<file path="src/rtl/aod_pkg.sv">
// Purpose: shared constants and carrier types for the ALU opcode decoder
// Assumes: 8-bit opcodes, flags in sign/zero/aux/parity/carry order
// Notes:   cycle counts are processor clock states per instruction
package aod_pkg;
	// ------------------------------------------------------------
	// register field codes
	// ------------------------------------------------------------
	localparam logic [2:0] REG_B   = 3'h0;
	localparam logic [2:0] REG_MEM = 3'h6;
	localparam logic [2:0] REG_A   = 3'h7;
	// ------------------------------------------------------------
	// cycle counts
	// ------------------------------------------------------------
	localparam logic [4:0] CYC_REG   = 5'h04;
	localparam logic [4:0] CYC_MEM   = 5'h07;
	localparam logic [4:0] CYC_IMM   = 5'h07;
	localparam logic [4:0] CYC_PAIR  = 5'h06;
	localparam logic [4:0] CYC_DADD  = 5'h0A;
	localparam logic [4:0] CYC_CSHRT = 5'h06;
	localparam logic [4:0] CYC_CLONG = 5'h0C;
	// ------------------------------------------------------------
	// opcode fields
	// ------------------------------------------------------------
	localparam int SRC_LSB = 0;
	localparam int DST_LSB = 3;
	localparam int RP_LSB  = 4;
	localparam logic [1:0] GRP_ALU  = 2'h2;
	localparam logic [1:0] GRP_LOW  = 2'h0;
	localparam logic [1:0] GRP_HIGH = 2'h3;
	localparam logic [3:0] LOW_INC  = 4'h3;
	localparam logic [3:0] LOW_DAD  = 4'h9;
	localparam logic [3:0] LOW_DEC  = 4'hB;
	localparam logic [2:0] LOW_ROT  = 3'h7;
	localparam logic [2:0] LOW_IMM  = 3'h6;
	localparam logic [2:0] LOW_CRET = 3'h0;
	localparam logic [4:0] CYC_NONE = 5'h00;

	typedef enum logic [3:0] {
		AOD_ADD, AOD_ADC, AOD_SUB, AOD_SBB,
		AOD_AND, AOD_XOR, AOD_OR, AOD_CMP,
		AOD_RLC, AOD_RRC, AOD_RAL, AOD_RAR,
		AOD_INX, AOD_DCX, AOD_DAD, AOD_NONE
	} aod_op_t;

	typedef enum logic [1:0] {
		SRC_REG, SRC_MEM, SRC_IMM, SRC_PAIR
	} aod_src_t;

	typedef struct packed {
		logic sign;
		logic zero;
		logic aux;
		logic parity;
		logic carry;
	} aod_flags_t;

	typedef struct packed {
		aod_op_t    op;
		aod_src_t   src;
		logic [2:0] src_reg;
		logic [1:0] pair;
		logic       acc_we;
		logic       hl_we;
		logic       pair_we;
		logic [4:0] cycles;
		aod_flags_t flag_we;
	} aod_ctrl_t;
endpackage : aod_pkg

</file>
<file path="src/rtl/aod_decode.sv">
// Purpose: decodes arithmetic, logical, rotate and pair opcodes
// Assumes: opcode_valid marks a freshly fetched opcode byte
// Notes:   controls are registered one cycle after the fetch

// Notes on behaviour
// RULE1 - register field codes B C D E H L memory A, six is memory at H-L
// RULE2 - pair increment and decrement pick pair by bits 5:4, 6 cycles, no flags
// RULE3 - double add adds a pair to H-L into H-L in 10 cycles
// RULE4 - add and add-with-carry register forms take 4 cycles
// RULE5 - add forms with source six read memory at H-L in 7 cycles
// RULE6 - add immediate and add immediate with carry take 7 cycles
// RULE7 - subtract and subtract-with-borrow register forms take 4 cycles
// RULE8 - subtract forms with source six read memory at H-L in 7 cycles
// RULE9 - subtract immediate forms, with and without borrow, take 7 cycles
// RULE10 - and, xor, or, compare register forms take 4 cycles
// RULE11 - logical forms with source six read memory at H-L in 7 cycles
// RULE12 - and, xor, or immediate forms take 7 cycles
// RULE13 - compare immediate takes 7 cycles
// RULE14 - four accumulator rotates take 4 cycles each
// RULE15 - conditional instructions take short or long count by flag test
// RULE16 - compare sets flags like subtract, accumulator unchanged
// RULE17 - arithmetic and logic set all five flags, rotates only carry
module aod_decode (
	input  wire logic                clock,
	input  wire logic                rst_b,
	input  wire logic                clk_en,
	input  wire logic                opcode_valid,
	input  wire logic [7:0]          opcode,
	input  wire aod_pkg::aod_flags_t flags,
	output aod_pkg::aod_ctrl_t       ctrl,
	output logic                     ctrl_valid
);
	// ------------------------------------------------------------
	// combinational decode
	// ------------------------------------------------------------
	aod_pkg::aod_ctrl_t ctrl_reg;
	aod_pkg::aod_ctrl_t ctrl_next;
	logic               valid_reg;
	logic               valid_next;
	logic               cond_met;
	logic [2:0]         src_f;
	logic [1:0]         rp_f;

	assign src_f = opcode[aod_pkg::SRC_LSB +: 3];
	assign rp_f  = opcode[aod_pkg::RP_LSB +: 2];

	aod_cond u_cond (
		.cond  (opcode[aod_pkg::DST_LSB +: 3]),
		.flags (flags),
		.met   (cond_met)
	);

	function automatic aod_pkg::aod_flags_t all_flags();
		all_flags = '{sign: 1'b1, zero: 1'b1, aux: 1'b1,
			parity: 1'b1, carry: 1'b1};
	endfunction : all_flags

	always_comb
	begin
		ctrl_next         = '0;
		ctrl_next.op      = aod_pkg::AOD_NONE;
		ctrl_next.src     = aod_pkg::SRC_REG;
		ctrl_next.cycles  = aod_pkg::CYC_NONE;
		ctrl_next.src_reg = src_f;
		ctrl_next.pair    = rp_f;
		valid_next        = 1'b0;
		if (opcode_valid)
		begin
			valid_next = 1'b1;
			if (opcode[7:6] == aod_pkg::GRP_ALU)
			begin
				// op order matches bits 5:3 of the opcode
				ctrl_next.op      = aod_pkg::aod_op_t'({1'b0, opcode[5:3]});
				ctrl_next.flag_we = all_flags(); // [RULE17]
				// compare leaves the accumulator alone
				ctrl_next.acc_we  = opcode[5:3] != 3'h7; // [RULE16]
				if (src_f == aod_pkg::REG_MEM) // [RULE1]
				begin
					ctrl_next.src    = aod_pkg::SRC_MEM;
					ctrl_next.cycles = aod_pkg::CYC_MEM; // [RULE5] [RULE8] [RULE11]
				end
				else
					ctrl_next.cycles = aod_pkg::CYC_REG; // [RULE4] [RULE7] [RULE10]
			end
			else if (opcode[7:6] == aod_pkg::GRP_HIGH &&
				opcode[2:0] == aod_pkg::LOW_IMM)
			begin
				ctrl_next.op      = aod_pkg::aod_op_t'({1'b0, opcode[5:3]});
				ctrl_next.src     = aod_pkg::SRC_IMM;
				ctrl_next.flag_we = all_flags();
				ctrl_next.acc_we  = opcode[5:3] != 3'h7; // [RULE13] [RULE16]
				ctrl_next.cycles  = aod_pkg::CYC_IMM; // [RULE6] [RULE9] [RULE12]
			end
			else if (opcode[7:6] == aod_pkg::GRP_HIGH &&
				opcode[2:0] == aod_pkg::LOW_CRET)
			begin
				// conditional return: no ALU work, only its timing
				ctrl_next.cycles = cond_met ? aod_pkg::CYC_CLONG
					: aod_pkg::CYC_CSHRT; // [RULE15]
			end
			else if (opcode[7:6] == aod_pkg::GRP_LOW)
			begin
				if (opcode[3:0] == aod_pkg::LOW_INC ||
					opcode[3:0] == aod_pkg::LOW_DEC)
				begin
					ctrl_next.op = opcode[3] ? aod_pkg::AOD_DCX
						: aod_pkg::AOD_INX;
					ctrl_next.src     = aod_pkg::SRC_PAIR;
					ctrl_next.pair_we = 1'b1;
					ctrl_next.cycles  = aod_pkg::CYC_PAIR; // [RULE2]
				end
				else if (opcode[3:0] == aod_pkg::LOW_DAD)
				begin
					ctrl_next.op            = aod_pkg::AOD_DAD;
					ctrl_next.src           = aod_pkg::SRC_PAIR;
					ctrl_next.hl_we         = 1'b1;
					ctrl_next.flag_we.carry = 1'b1;
					ctrl_next.cycles        = aod_pkg::CYC_DADD; // [RULE3]
				end
				else if (opcode[2:0] == aod_pkg::LOW_ROT &&
					opcode[5] == 1'b0)
				begin
					ctrl_next.op = aod_pkg::aod_op_t'({2'h2, opcode[4:3]});
					ctrl_next.src_reg       = aod_pkg::REG_A;
					ctrl_next.acc_we        = 1'b1;
					ctrl_next.flag_we.carry = 1'b1; // [RULE17]
					ctrl_next.cycles        = aod_pkg::CYC_REG; // [RULE14]
				end
			end
		end
	end

	// ------------------------------------------------------------
	// output registers
	// ------------------------------------------------------------
	always_ff @(posedge clock or negedge rst_b)
	begin
		if (!rst_b)
		begin
			ctrl_reg  <= '{op: aod_pkg::AOD_NONE, src: aod_pkg::SRC_REG,
				default: '0};
			valid_reg <= 1'b0;
		end
		else if (clk_en)
		begin
			ctrl_reg  <= ctrl_next;
			valid_reg <= valid_next;
		end
	end

	assign ctrl       = ctrl_reg;
	assign ctrl_valid = valid_reg;
endmodule : aod_decode

</file>
<file path="src/rtl/aod_cond.sv">
// Purpose: evaluates a three-bit branch condition against the flags
// Assumes: code order nz z nc c po pe p m
// Notes:   purely combinational
module aod_cond (
	input  wire logic [2:0]          cond,
	input  wire aod_pkg::aod_flags_t flags,
	output logic                     met
);
	always_comb
	begin
		unique case (cond[2:1])
			2'h0:    met = flags.zero ^ ~cond[0];
			2'h1:    met = flags.carry ^ ~cond[0];
			2'h2:    met = flags.parity ^ ~cond[0];
			default: met = flags.sign ^ ~cond[0];
		endcase
	end
endmodule : aod_cond

</file>
<file path="config.mk">
export PLATFORM = sky130hd
export DESIGN_NAME = aod_decode
export DESIGN_NICKNAME = d
export VERILOG_FILES = /design/src/rtl/aod_pkg.sv /design/src/rtl/aod_decode.sv /design/src/rtl/aod_cond.sv
export SDC_FILE = /design/constraint.sdc
export NUM_CORES = 1
export LEC_CHECK = 0
export BUFFER_PORTS_ARGS = -buffer_cell sky130_fd_sc_hd__buf_2
export CORE_MARGIN = 8
export CORE_UTILIZATION = 51
export DETAILED_ROUTE_END_ITERATION = 7
export GPL_TIMING_DRIVEN = 0
export PLACE_DENSITY_LB_ADDON = 0.15
export SYNTH_ARGS = -nofsm -noshare
export SYNTH_HDL_FRONTEND = slang
export SYNTH_HIERARCHICAL = 1
export SYNTH_SLANG_ARGS = --single-unit
export TNS_END_PERCENT = 10
</file>
<file path="constraint.sdc">
create_clock -name clock -period 2.5 [get_ports clock]
set_clock_uncertainty 0.2 [all_clocks]
set_input_delay 0.5 -clock clock [delete_from_list [all_inputs] [get_ports clock]]
set_output_delay 0.5 -clock clock [all_outputs]
set_load 0.01 [all_outputs]
</file>
# Yosys cells after proc, flatten, opt, wreduce, memory -nomap -nowiden
# Index checks and enable logic that the tools add are counted.
# totals
reg_bits,25
out_inout_bits,25
word_cells,81
# op_classes
n_eq_ne,10
muxes,44
bitwise,6
reduce_logical,7
# ops
op,n
2-to-1 mux 9 bit,3
2-to-1 mux 3 bit,8
2-to-1 mux 4 bit,5
2-to-1 mux 6 bit,3
2-to-1 mux 1 bit,14
2-to-1 mux 13 bit,1
2-to-1 mux 10 bit,1
2-to-1 mux 2 bit,5
2-to-1 mux 5 bit,2
equality test 4 bit (second input constant),2
2-to-1 mux 8 bit,1
equality test 2 bit (second input constant),3
equality test 3 bit (second input constant),2
equality test 4 x 2 -> 1 bit (second input constant),1
zero test 2 bit,2
bitwise XOR 1 bit,4
logical AND 1 bit,3
zero test 3 bit,1
!= test 3 bit (second input constant),1
one-hot mux 1 bit (3 select lines),1
equality test 2 x 1 -> 1 bit (second input constant),1
NOT 1 bit,2
logical OR 1 bit,1

# Longest topological paths before layout
# Gate-level depths: netlist (run 1).
# logic_depth
ltp_word,10
depth_mapped,6
depth_no_buf,6

# Hierarchy
# Netlist (run 1), hierarchy kept.
# modules_own_cells
mod,n_inst,cells_each,area_each_um2
aod_decode,1,95,1056.0
aod_cond,1,2,31.3

# Least setup slack after synthesis (run 1)
# OpenSTA, ideal clock, no wires.
# synth_path
kind,input-to-reg
start,input opcode[4]
end,"register ctrl_reg, in the netlist ctrl[6]"
arrival_ps,1711
required_time_ps,2205
slack_ps,493
path_stages,6
n_path_buf,0
path_cell_list,mux4_2 -> xnor2_1 -> nor3_1 -> a21oi_1 -> o21a_1 -> o32ai_2
# synth_via
elab_chain_cells,7
elab_cells_between_ends,9
# synth_rtl
element,line,rtl
from (decl),aod_decode.sv:28,"input wire logic [7:0] opcode,"
"equality test 2 bit, or another cell as far along",aod_cond.sv:11,unique case (cond[2:1])
one-hot mux 1 bit (3 select lines) (*),aod_cond.sv:11,
net cond_met,aod_decode.sv:40,logic cond_met;
2-to-1 mux 4 bit (*),aod_decode.sv:98,ctrl_next.cycles = cond_met ? aod_pkg::CYC_CLONG
2-to-1 mux 5 bit (*),aod_decode.sv:94,else if (opcode[7:6] == aod_pkg::GRP_HIGH &&
2-to-1 mux 5 bit (*),aod_decode.sv:85,else if (opcode[7:6] == aod_pkg::GRP_HIGH &&
2-to-1 mux 10 bit (*),aod_decode.sv:70,if (opcode[7:6] == aod_pkg::GRP_ALU)
2-to-1 mux 13 bit (*),aod_decode.sv:67,if (opcode_valid)
to (signal assigned),aod_decode.sv:140,"ctrl_reg <= '{op: aod_pkg::AOD_NONE, src: aod_pkg::SRC_REG,"
to (signal assigned),aod_decode.sv:146,ctrl_reg <= ctrl_next;
to (decl),aod_decode.sv:36,aod_pkg::aod_ctrl_t ctrl_reg;
# Mark *: on every way through the listed nets, which the timed path passes. The rest lies on a longest branch.
# A chain may end at the register's enable or synchronous reset.

# Worst setup path after layout (run 1)
# Ends and elaborated chain as after synthesis.

==> results of run 1 <==
-- critical path, stage by stage --
cell and delay, ps:
buf_2 140, mux4_2 520, xnor2_1 160, nor3_1 150, a21oi_1 60, o21a_1 190, o32ai_2 250
-- area by class of cell --
class                   count  area (um^2)
plain buffers               9        50.05
clock buffers               3        22.52
clock inverters             1        5.005
fillers                   155        633.1
inverters                   6        22.52
multi-input cells          61        484.2
flip-flops and latches     21        530.5
well taps                  27        33.78
repair buffers             39        200.2
-- power groups by stage --
| stage | Combinational, W | Sequential, W | Clock, W |
|---|---|---|---|
| final | 0.000149 | 0.000377 | 0.000166 |
| after global routing | 0.000164 | 0.000380 | 0.000185 |
| after CTS | 0.000151 | 0.000377 | 0.000171 |
| after detailed placement | 0.000149 | 0.000383 | 0 |
| after global placement | 0.000147 | 0.000382 | 0 |
| after floorplan | 0.0000689 | 0.000395 | 0 |
-- cells in the mapped netlist --
master / n / share of area (%)
o21ai_1: 2 / 0.92
a31o_4: 1 / 1.6
mux2_1: 4 / 4.1
a31oi_1: 1 / 0.58
o21ai_0: 2 / 0.92
o311ai_1: 1 / 0.81
nand2_1: 5 / 1.7
clkbuf_1: 3 / 1.0
conb_1: 1 / 0.34
buf_4: 4 / 2.8
nor4b_1: 2 / 1.6
a21bo_1: 1 / 0.92
inv_1: 6 / 2.1
or3b_1: 1 / 0.81
nor3_1: 3 / 1.4
a21o_1: 1 / 0.69
mux4_2: 1 / 2.1
o41ai_1: 1 / 0.81
nand4_1: 3 / 1.7
a32o_1: 2 / 1.8
xnor2_1: 1 / 0.81
o32ai_2: 1 / 1.5
nor4b_2: 1 / 1.4
dfstp_2: 4 / 9.7
and3b_1: 1 / 0.81
a2111oi_1: 1 / 0.92
dfrtp_1: 17 / 39
or2_1: 1 / 0.58
nor2b_2: 2 / 1.6
a21oi_1: 1 / 0.46
buf_2: 1 / 0.46
o32ai_1: 1 / 0.81
a22o_1: 1 / 0.81
o21a_1: 4 / 2.8
a41oi_1: 2 / 1.6
buf_1: 1 / 0.34
mux2_2: 1 / 1.0
o2bb2ai_1: 4 / 3.2
and2_1: 1 / 0.58
o221a_1: 1 / 1.0
nor2_1: 5 / 1.7
-- cells by family after synthesis --
logic type / after synthesis
flops: 21
other cells: 1
xor+xnor: 1
simple gates: 25
compound gates: 28
buf+inv: 15
mux: 6
-- cell usage in the layout (no fill, tap or decap), drive strengths merged, types with 2 or more instances in the layout --
cell,n
dfstp,4
nor4b,3
buf,44
o21ai,4
mux2,5
nor2b,2
inv,6
nand2,5
a41oi,2
o21a,4
a32o,2
nor2,5
nand4,3
o2bb2ai,4
clkbuf,6
dfrtp,17
nor3,3
o32ai,2
-- path summary, 6_finish.rpt --
path                                   startpoint                      to  slack, ps  cells after the start
setup / recovery                        opcode[4]     ctrl[6]$_DFFE_PN0P_        560                      7
hold / removal                          opcode[5]    ctrl[22]$_DFFE_PN1P_        280                      3
setup reg to reg             ctrl[22]$_DFFE_PN1P_    ctrl[22]$_DFFE_PN1P_       1450                      2
hold reg to reg            ctrl_valid$_DFFE_PN0P_  ctrl_valid$_DFFE_PN0P_        290                      1
max in group asynchronous                   rst_b    ctrl[23]$_DFFE_PN1P_       1290                      2
min in group asynchronous                   rst_b    ctrl[19]$_DFFE_PN0P_        460                      2
-- through the flow --
step,std cells,setup WS [ps]
finish,167,560.5
global route,167,499.2
detailed placement,162,223.8
global placement,162,234.2
floorplan,97,493.0
CTS,167,556.1
-- routing by layer --
layer,vias to the layer above,wire length (um)
met4,0,55
met5,-,0
met3,7,169
li1,442,-
met1,457,1193
met2,35,1424
-- what timing repair did --
| action | CTS | global route |
|---|---|---|
| resized for setup | 0 | 0 |
| endpoints found under the setup margin | 0 | 0 |
| hold buffers | 1 | 0 |
| endpoints found under the hold margin | 17 | 0 |
| setup buffers | 0 | 0 |
==> summary.md, run 1 <==
| Metric | Value |
|---|---|
| Sequential-to-total area share from yosys stat | `48.79%` |
| Starting DRT DRC Count | `28` |
| Synth Area in XOR/XNOR | `0.8055%` |
| Seq pwr share | `54.5%` |
| Post-DP Area | `1311 um^2` |
| Residual DRC | `0` |
| Adder-cell share of the synthesized area | `0%` |
| Simple-gate share of the synthesized area | `13.92%` |
| Number of synthesis warnings | `6` |
| Worst-Skew Late Latency | `310 ps` |
| Largest family of logic cells by synthesized area | `compound AO/OA/AOI/OAI gates` |
| Antenna diodes | `0` |
| Peak supply drop | `366.3 uV` |
| Placement row count | `16` |
| Nets | `158` |
| CP Capture Type | `register` |
| Grt met2 use | `24.19%` |
| Longest Clk Path Bufs | `2` |
| Clock Sink Count | `21` |
| Drt first pass iters | `4` |
| Syn_nets | `114` |
| Clock share of power | `23.9%` |
| Slew Limit Fails | `0` |
| Final instance area | `1349 um^2` |
| Pleak | `0.6368 nW` |
| Root Buffer Master | `clkbuf_4` |
| Largest net degree at the start of global routing | `22` |
| Synth Area in Compound Gates | `22.21%` |
| PwrDens | `513.1 nW/um^2` |
| Synth Instances | `97` |
| Int Pwr | `0.0004906 W` |
| Post-detail-place hpwl | `2.177 mm` |
| Routed vias | `941` |
| WP data arrival | `1970 ps` |
| DRT antenna net count | `0` |
| Grt met3 use | `4.301%` |
| Layout cells sized above 1 | `41.43%` |
| Mux cell area share after synthesis | `7.250%` |
| Congestion Overflow GR | `0` |
| CP max FO | `5` |
| Num ports | `42` |
| Endpoints failing hold | `0` |
| IO Port Bufs | `38` |
| Initial antenna violation count | `0` |
| Status | `completed` |
| Grt met1 use | `16.70%` |
| Critical Path Start Type | `primary input` |
| Total CTS buffers | `3` |
| Data required time of the worst path | `2530 ps` |
| Clk slew on worst S/H paths | `120 ps` |
| Fin crit share | `77.58%` |
| Die Wd | `62.18 um` |
| Comb pwr share | `21.6%` |
| Switching Share | `29.11%` |
| All-layer global routing usage | `14.55%` |
| Power consumption | `0.0006921 W` |
| Final setup fails | `0` |
| Final setup TNS | `0 ps` |
| Crit path kind | `in -> reg` |
| Synthesized area per cell | `11.21 um^2` |
| Synth cell types | `41` |
| Finished Core Util | `68.06%` |
| RSZ-0062 raised after global routing | `no` |
| Total Wirelength | `2.842 mm` |
| Avg WL per Cell | `17.02 um` |
| Die Area | `3866 um^2` |
| Fmax | `515.6 MHz` |
| Seq cells post-synth | `21` |
| Hold Crit Class | `in -> reg` |
| Post-Syn Area | `1087 um^2` |
| P_sw | `0.0002015 W` |
| Vias in the first global route | `952` |
| Max_cap viols | `0` |
| Most Used Layer, Global Route | `met2` |
| Initial Util | `54.86%` |
| CTS tree | `done` |
| Hold WS | `277.5 ps` |
| Die height | `62.18 um` |
| Fin crit period | `1940 ps` |
| Core Box Area | `1982 um^2` |
| Largest register FFs | `20` |
| Via-to-Cell Ratio | `5.635` |
| H-tree Lvls | `1` |
| Area grow syn2layout | `24.05%` |
| First-pass GRT wire length | `4.657 mm` |
| RePlAce Congestion | `0.8423` |
Note: power is estimated with default switching activity, not from simulation.
==> inputs of run 2 (changes only) <==
- CORE_UTILIZATION: 51 -> 47
- clock period: 2.5 -> 1.8 ns (I/O delays scaled with it)
==> run 2 against run 1 <==
Setup slack lost 540 ps. Cell count grew 0.60%. Clock-buffer cell count grew 1. Sequential share of layout area shrank 0.40 points. Die area grew 6.3%. Hold slack lost 180 ps. Critical path depth is the same. Sequential power grew 39%. Critical path type unchanged. Critical endpoint unchanged.
==> summary.md, run 2 (synthesis results as in run 1) <==
| Metric | Value |
|---|---|
| R2R setup slack | `750 ps` |
| Worst-Skew Late Latency | `300 ps` |
| Reg2reg end | `ctrl[22]$_DFFE_PN1P_` |
| Seq pwr share | `54.3%` |
| Slew Limit Fails | `0` |
| Hold Crit Class | `in -> reg` |
| Clk slew on worst S/H paths | `120 ps` |
| Post-detail-place hpwl | `2.103 mm` |
| Via-to-Cell Ratio | `5.631` |
| Die Area | `4108 um^2` |
| Die Wd | `64.10 um` |
| Starting DRT DRC Count | `27` |
| Avg WL per Cell | `16.40 um` |
| Fin crit share | `98.76%` |
| H-tree Lvls | `1` |
| Final setup fails | `0` |
| Nets | `158` |
| Largest net degree at the start of global routing | `22` |
| Most frequent cells in the layout | `buf_2, dfrtp_1, inv_1` |
| Residual DRC | `0` |
| Final setup TNS | `0 ps` |
| R2R depth | `2` |
| Fmax | `562.5 MHz` |
| Layout cells sized above 1 | `41.43%` |
| Placement row count | `17` |
| Peak supply drop | `514.9 uV` |
| Critical Path Start Type | `primary input` |
| RePlAce Congestion | `0.7953` |
| Data required time of the worst path | `1810 ps` |
| First-pass GRT wire length | `4.678 mm` |
| Core Box Area | `2191 um^2` |
| Clock share of power | `23.7%` |
| WP data arrival | `1790 ps` |
| Endpoints failing hold | `0` |
| Int Pwr | `0.0006883 W` |
| Hold WS | `93.29 ps` |
| Grt met3 use | `5.226%` |
| Antenna diodes | `0` |
| Worst slew pin tran | `508.8 ps` |
| CP max FO | `5` |
| Die height | `64.10 um` |
| Vias in the first global route | `998` |
| Num ports | `42` |
| Critical path endpoint | `ctrl[6]$_DFFE_PN0P_` |
| R2R Path Start | `ctrl[22]$_DFFE_PN1P_` |
| Switching Share | `28.48%` |
| Clock Sink Count | `21` |
| DRT antenna net count | `0` |
| IO Port Bufs | `38` |
| Grt met1 use | `16.13%` |
| CTS tree | `done` |
| Fin crit period | `1778 ps` |
| CP Launch Point | `opcode[4]` |
| Routed vias | `946` |
| Most Used Layer, Global Route | `met2` |
| CP Capture Type | `register` |
| P_sw | `0.0002741 W` |
| Total Wirelength | `2.755 mm` |
| Rel. slew slack | `66.08%` |
| Crit path kind | `in -> reg` |
| Max_cap viols | `0` |
| Grt met2 use | `22.08%` |
| Largest register FFs | `20` |
| Area grow syn2layout | `25.32%` |
| Status | `completed` |
| Initial Util | `49.63%` |
| Congestion Overflow GR | `0` |
| Root Buffer Master | `clkbuf_4` |
| Total CTS buffers | `3` |
| Drt first pass iters | `4` |
| Longest Clk Path Bufs | `2` |
| Most common cell after layout, fill and taps aside | `buf_2` |
| PwrDens | `706.3 nW/um^2` |
| All-layer global routing usage | `13.78%` |
| Pleak | `0.6422 nW` |
| Comb pwr share | `22.0%` |
| Initial antenna violation count | `0` |
| Final-layout fill cell count | `216` |
[run 2: worst max-delay path: stages]
cell     delay [ps]
buf_6            90
mux4_2          530
xnor2_2         160
nor3_1          170
a21oi_1          60
o21a_1          220
o32ai_2         190
[run 2: power by group through the flow]
stage / sequential (W) / combinational [W] / clock (W)
after floorplan: 0.000548 / 0.0000957 / 0
after global placement: 0.000530 / 0.000204 / 0
after detailed placement: 0.000532 / 0.000207 / 0
after CTS: 0.000523 / 0.000209 / 0.000235
after global routing: 0.000527 / 0.000233 / 0.000258
final: 0.000523 / 0.000211 / 0.000228
[run 2: layout make-up]
cell class	count	area (um^2)	area share [%]
sequential	21	530.5	38.93
multi-input combinational	61	491.7	36.09
timing repair buffer	39	206.4	15.15
buffer	9	50.05	3.673
tap	28	35.03	2.571
clock buffer	4	26.28	1.928
inverter	6	22.52	1.653
[run 2: how the worst min path moves through the flow]
stage	from	end	slack (ps)	cells after the start
after floorplan	rst_b	ctrl[0]$_DFFE_PN0P_	-140	0
after CTS	opcode[5]	ctrl[22]$_DFFE_PN1P_	120	3
final	opcode[4]	ctrl[13]$_DFFE_PN0P_	90	2
after detailed placement	rst_b	ctrl[19]$_DFFE_PN0P_	140	1
after global placement	rst_b	ctrl[19]$_DFFE_PN0P_	130	1
after global routing	opcode[4]	ctrl[13]$_DFFE_PN0P_	90	2
[run 2: per-stage QoR]
step	setup slack (ps)	power [W]	instance area (um^2)	util, %	std cells
finish	22.30	0.0009624	1363	62.19	168
global route	-0.4917	0.001018	1363	62.19	168
CTS	13.40	0.0009676	1351	61.68	168
detailed placement	-341.3	0.0007389	1313	59.91	163
global placement	-331.3	0.0007343	1313	59.91	163
floorplan	-66.96	0.0006440	1087	-	97
[run 2: routing by layer]
| layer | vias to the layer above | share of wire, % | wire (um) |
|---|---|---|---|
| met1 | 463 | 46 | 1266 |
| met5 | - | 0 | 0 |
| met4 | 0 | 1.3 | 35 |
| met3 | 5 | 6.2 | 171 |
| li1 | 444 | - | - |
| met2 | 34 | 46 | 1281 |
[run 2: what timing repair did]
action	CTS	global route
hold endpoints to repair	17	0
pin swaps	0	4
hold buffers	1	0
endpoints found under the setup margin	1	1
resized for setup	1	2
buffers inserted	0	0
==> inputs of run 3 (changes only) <==
- clock period: 1.8 -> 1.87 ns (I/O delays scaled with it)
==> run 3 against run 2 <==
Cell count stayed put. Die area did not move. Setup slack better by 14 ps. Wire length down 1.3%. Flip-flop and latch count unchanged. Utilization decreased by 0.51 points. Highest routed layer unchanged.
==> summary.md, run 3 (synthesis results as in run 1) <==
| Metric | Value |
|---|---|
| Status | `completed` |
| Die height | `64.10 um` |
| Initial antenna violation count | `0` |
| Residual DRC | `0` |
| Largest register FFs | `20` |
| Worst-Skew Late Latency | `290 ps` |
| PwrDens | `682.1 nW/um^2` |
| Data required time of the worst path | `1880 ps` |
| Congestion Overflow GR | `0` |
| Routed vias | `952` |
| R2R depth | `2` |
| Most frequent cells in the layout | `buf_2, dfrtp_1, inv_1` |
| Placement row count | `17` |
| Core Box Area | `2191 um^2` |
| RSZ-0062 raised after global routing | `no` |
| Clk slew on worst S/H paths | `120 ps` |
| Post-CTS setup buffers | `0` |
| Area grow syn2layout | `24.28%` |
| Hold worst-path end | `ctrl[22]$_DFFE_PN1P_` |
| Crit path max-delay family | `multiplexers` |
| Avg WL per Cell | `16.18 um` |
| H-tree Lvls | `1` |
| CTS tree | `done` |
| Fin crit share | `98.07%` |
| Largest net degree at the start of global routing | `22` |
| Drt first pass iters | `4` |
| Fmax | `545.3 MHz` |
| Crit path kind | `in -> reg` |
| Endpoints failing hold | `0` |
| Vias in the first global route | `998` |
| IO Port Bufs | `38` |
| Worst setup margin | `36.06 ps` |
| Post-detail-place hpwl | `2.103 mm` |
| Num ports | `42` |
| R2R setup slack | `820 ps` |
| Slew Limit Fails | `0` |
| Root Buffer Master | `clkbuf_4` |
| Antenna diodes | `0` |
| Layout cells sized above 1 | `40.71%` |
| Initial Util | `49.63%` |
| Pleak | `0.6348 nW` |
| All-layer global routing usage | `13.78%` |
| Fin crit period | `1834 ps` |
| Total CTS buffers | `3` |
| Critical Path Start Type | `primary input` |
| Final setup fails | `0` |
| Comb pwr share | `21.6%` |
| Min-delay src | `opcode[5]` |
| Crit path max-delay cell type | `mux4_2` |
| RePlAce Congestion | `0.7953` |
| Total Wirelength | `2.718 mm` |
| Hold Crit Class | `in -> reg` |
| Max_cap viols | `0` |
| First-pass GRT wire length | `4.678 mm` |
| CP Cell Sequence | `clkbuf_4 > mux4_2 > xnor2_1 > nor3_1 > a21oi_1 > o21a_1 > o32ai_2` |
| Die Area | `4108 um^2` |
| Seq pwr share | `54.6%` |
| P_sw | `0.0002622 W` |
| CP peak stage delay | `510 ps` |
| Post-DP Area | `1313 um^2` |
| Switching Share | `28.45%` |
| WP data arrival | `1840 ps` |
| Final instance area | `1351 um^2` |
| Reg2reg end | `ctrl[22]$_DFFE_PN1P_` |
| Peak supply drop | `492.5 uV` |
| Die Wd | `64.10 um` |
| Clock Sink Count | `21` |
| R2R Path Start | `ctrl[22]$_DFFE_PN1P_` |
| Nets | `158` |
| Power consumption | `0.0009217 W` |
| CP Capture Type | `register` |
| Clock share of power | `23.8%` |
| Int Pwr | `0.0006595 W` |
| Longest Clk Path Bufs | `2` |
| Most common cell after layout, fill and taps aside | `buf_2` |
| Buf/Inv on CP | `1` |
| CP max FO | `5` |
| DRT antenna net count | `0` |
| Via-to-Cell Ratio | `5.667` |
| Hold depth | `3` |
| Pre-CTS setup slack | `-285.3 ps` |
| Starting DRT DRC Count | `37` |
run 3: timing repair:
item	in CTS	in global routing
hold buffers	1	0
setup endpoints to repair	0	1
endpoints found under the hold margin	17	0
gates resized for setup	0	1
run 3: layer usage:
metal / GRT usage, % / routed length, um / share of wire (%)
met5: 0 / 0 / 0
met4: 5.995 / 27 / 0.99
met3: 5.226 / 198 / 7.3
met2: 22.08 / 1273 / 47
met1: 16.13 / 1219 / 45
run 3: worst register-to-register path, stage by stage (launching register included):
cell and delay (ps):
dfstp_2 560, nor2_1 40, a31oi_1 180
run 3: cell type report:
class / instances / area (um^2)
inverter: 6 / 22.52
clock buffer: 4 / 26.28
multi-input combinational: 61 / 484.2
timing repair buffer: 39 / 202.7
fill: 214 / 839.6
sequential: 21 / 530.5
tap: 28 / 35.03
buffer: 9 / 50.05
run 3: how the worst max path moves through the flow:
stage | start | end | depth (start not counted)
2_1_floorplan | opcode[4] | ctrl[6]$_DFFE_PN0P_ | 6
3_3_place_gp | opcode[4] | ctrl[6]$_DFFE_PN0P_ | 7
3_5_place_dp | opcode[4] | ctrl[6]$_DFFE_PN0P_ | 7
4_1_cts | opcode[4] | ctrl[6]$_DFFE_PN0P_ | 7
5_1_grt | opcode[4] | ctrl[6]$_DFFE_PN0P_ | 7
6_report | opcode[4] | ctrl[6]$_DFFE_PN0P_ | 7
run 3: through the flow:
stage | cells | TNS [ps] | hold slack [ps] | util [%]
global placement | 163 | -275.3 | 145.9 | 59.91
finish | 168 | 0 | 139.4 | 61.68
CTS | 168 | 0 | 131.6 | 61.56
global route | 168 | 0 | 158.1 | 61.68
detailed placement | 163 | -285.3 | 154.4 | 59.91
floorplan | 97 | -10.96 | -121.6 | -
run 3: power by group through the flow:
stage / combinational, W / sequential [W] / clock [W]
final: 0.000199 / 0.000504 / 0.000219
after CTS: 0.000201 / 0.000504 / 0.000226
after global placement: 0.000196 / 0.000510 / 0
after detailed placement: 0.000199 / 0.000512 / 0
after floorplan: 0.0000922 / 0.000528 / 0
after global routing: 0.000220 / 0.000507 / 0.000248
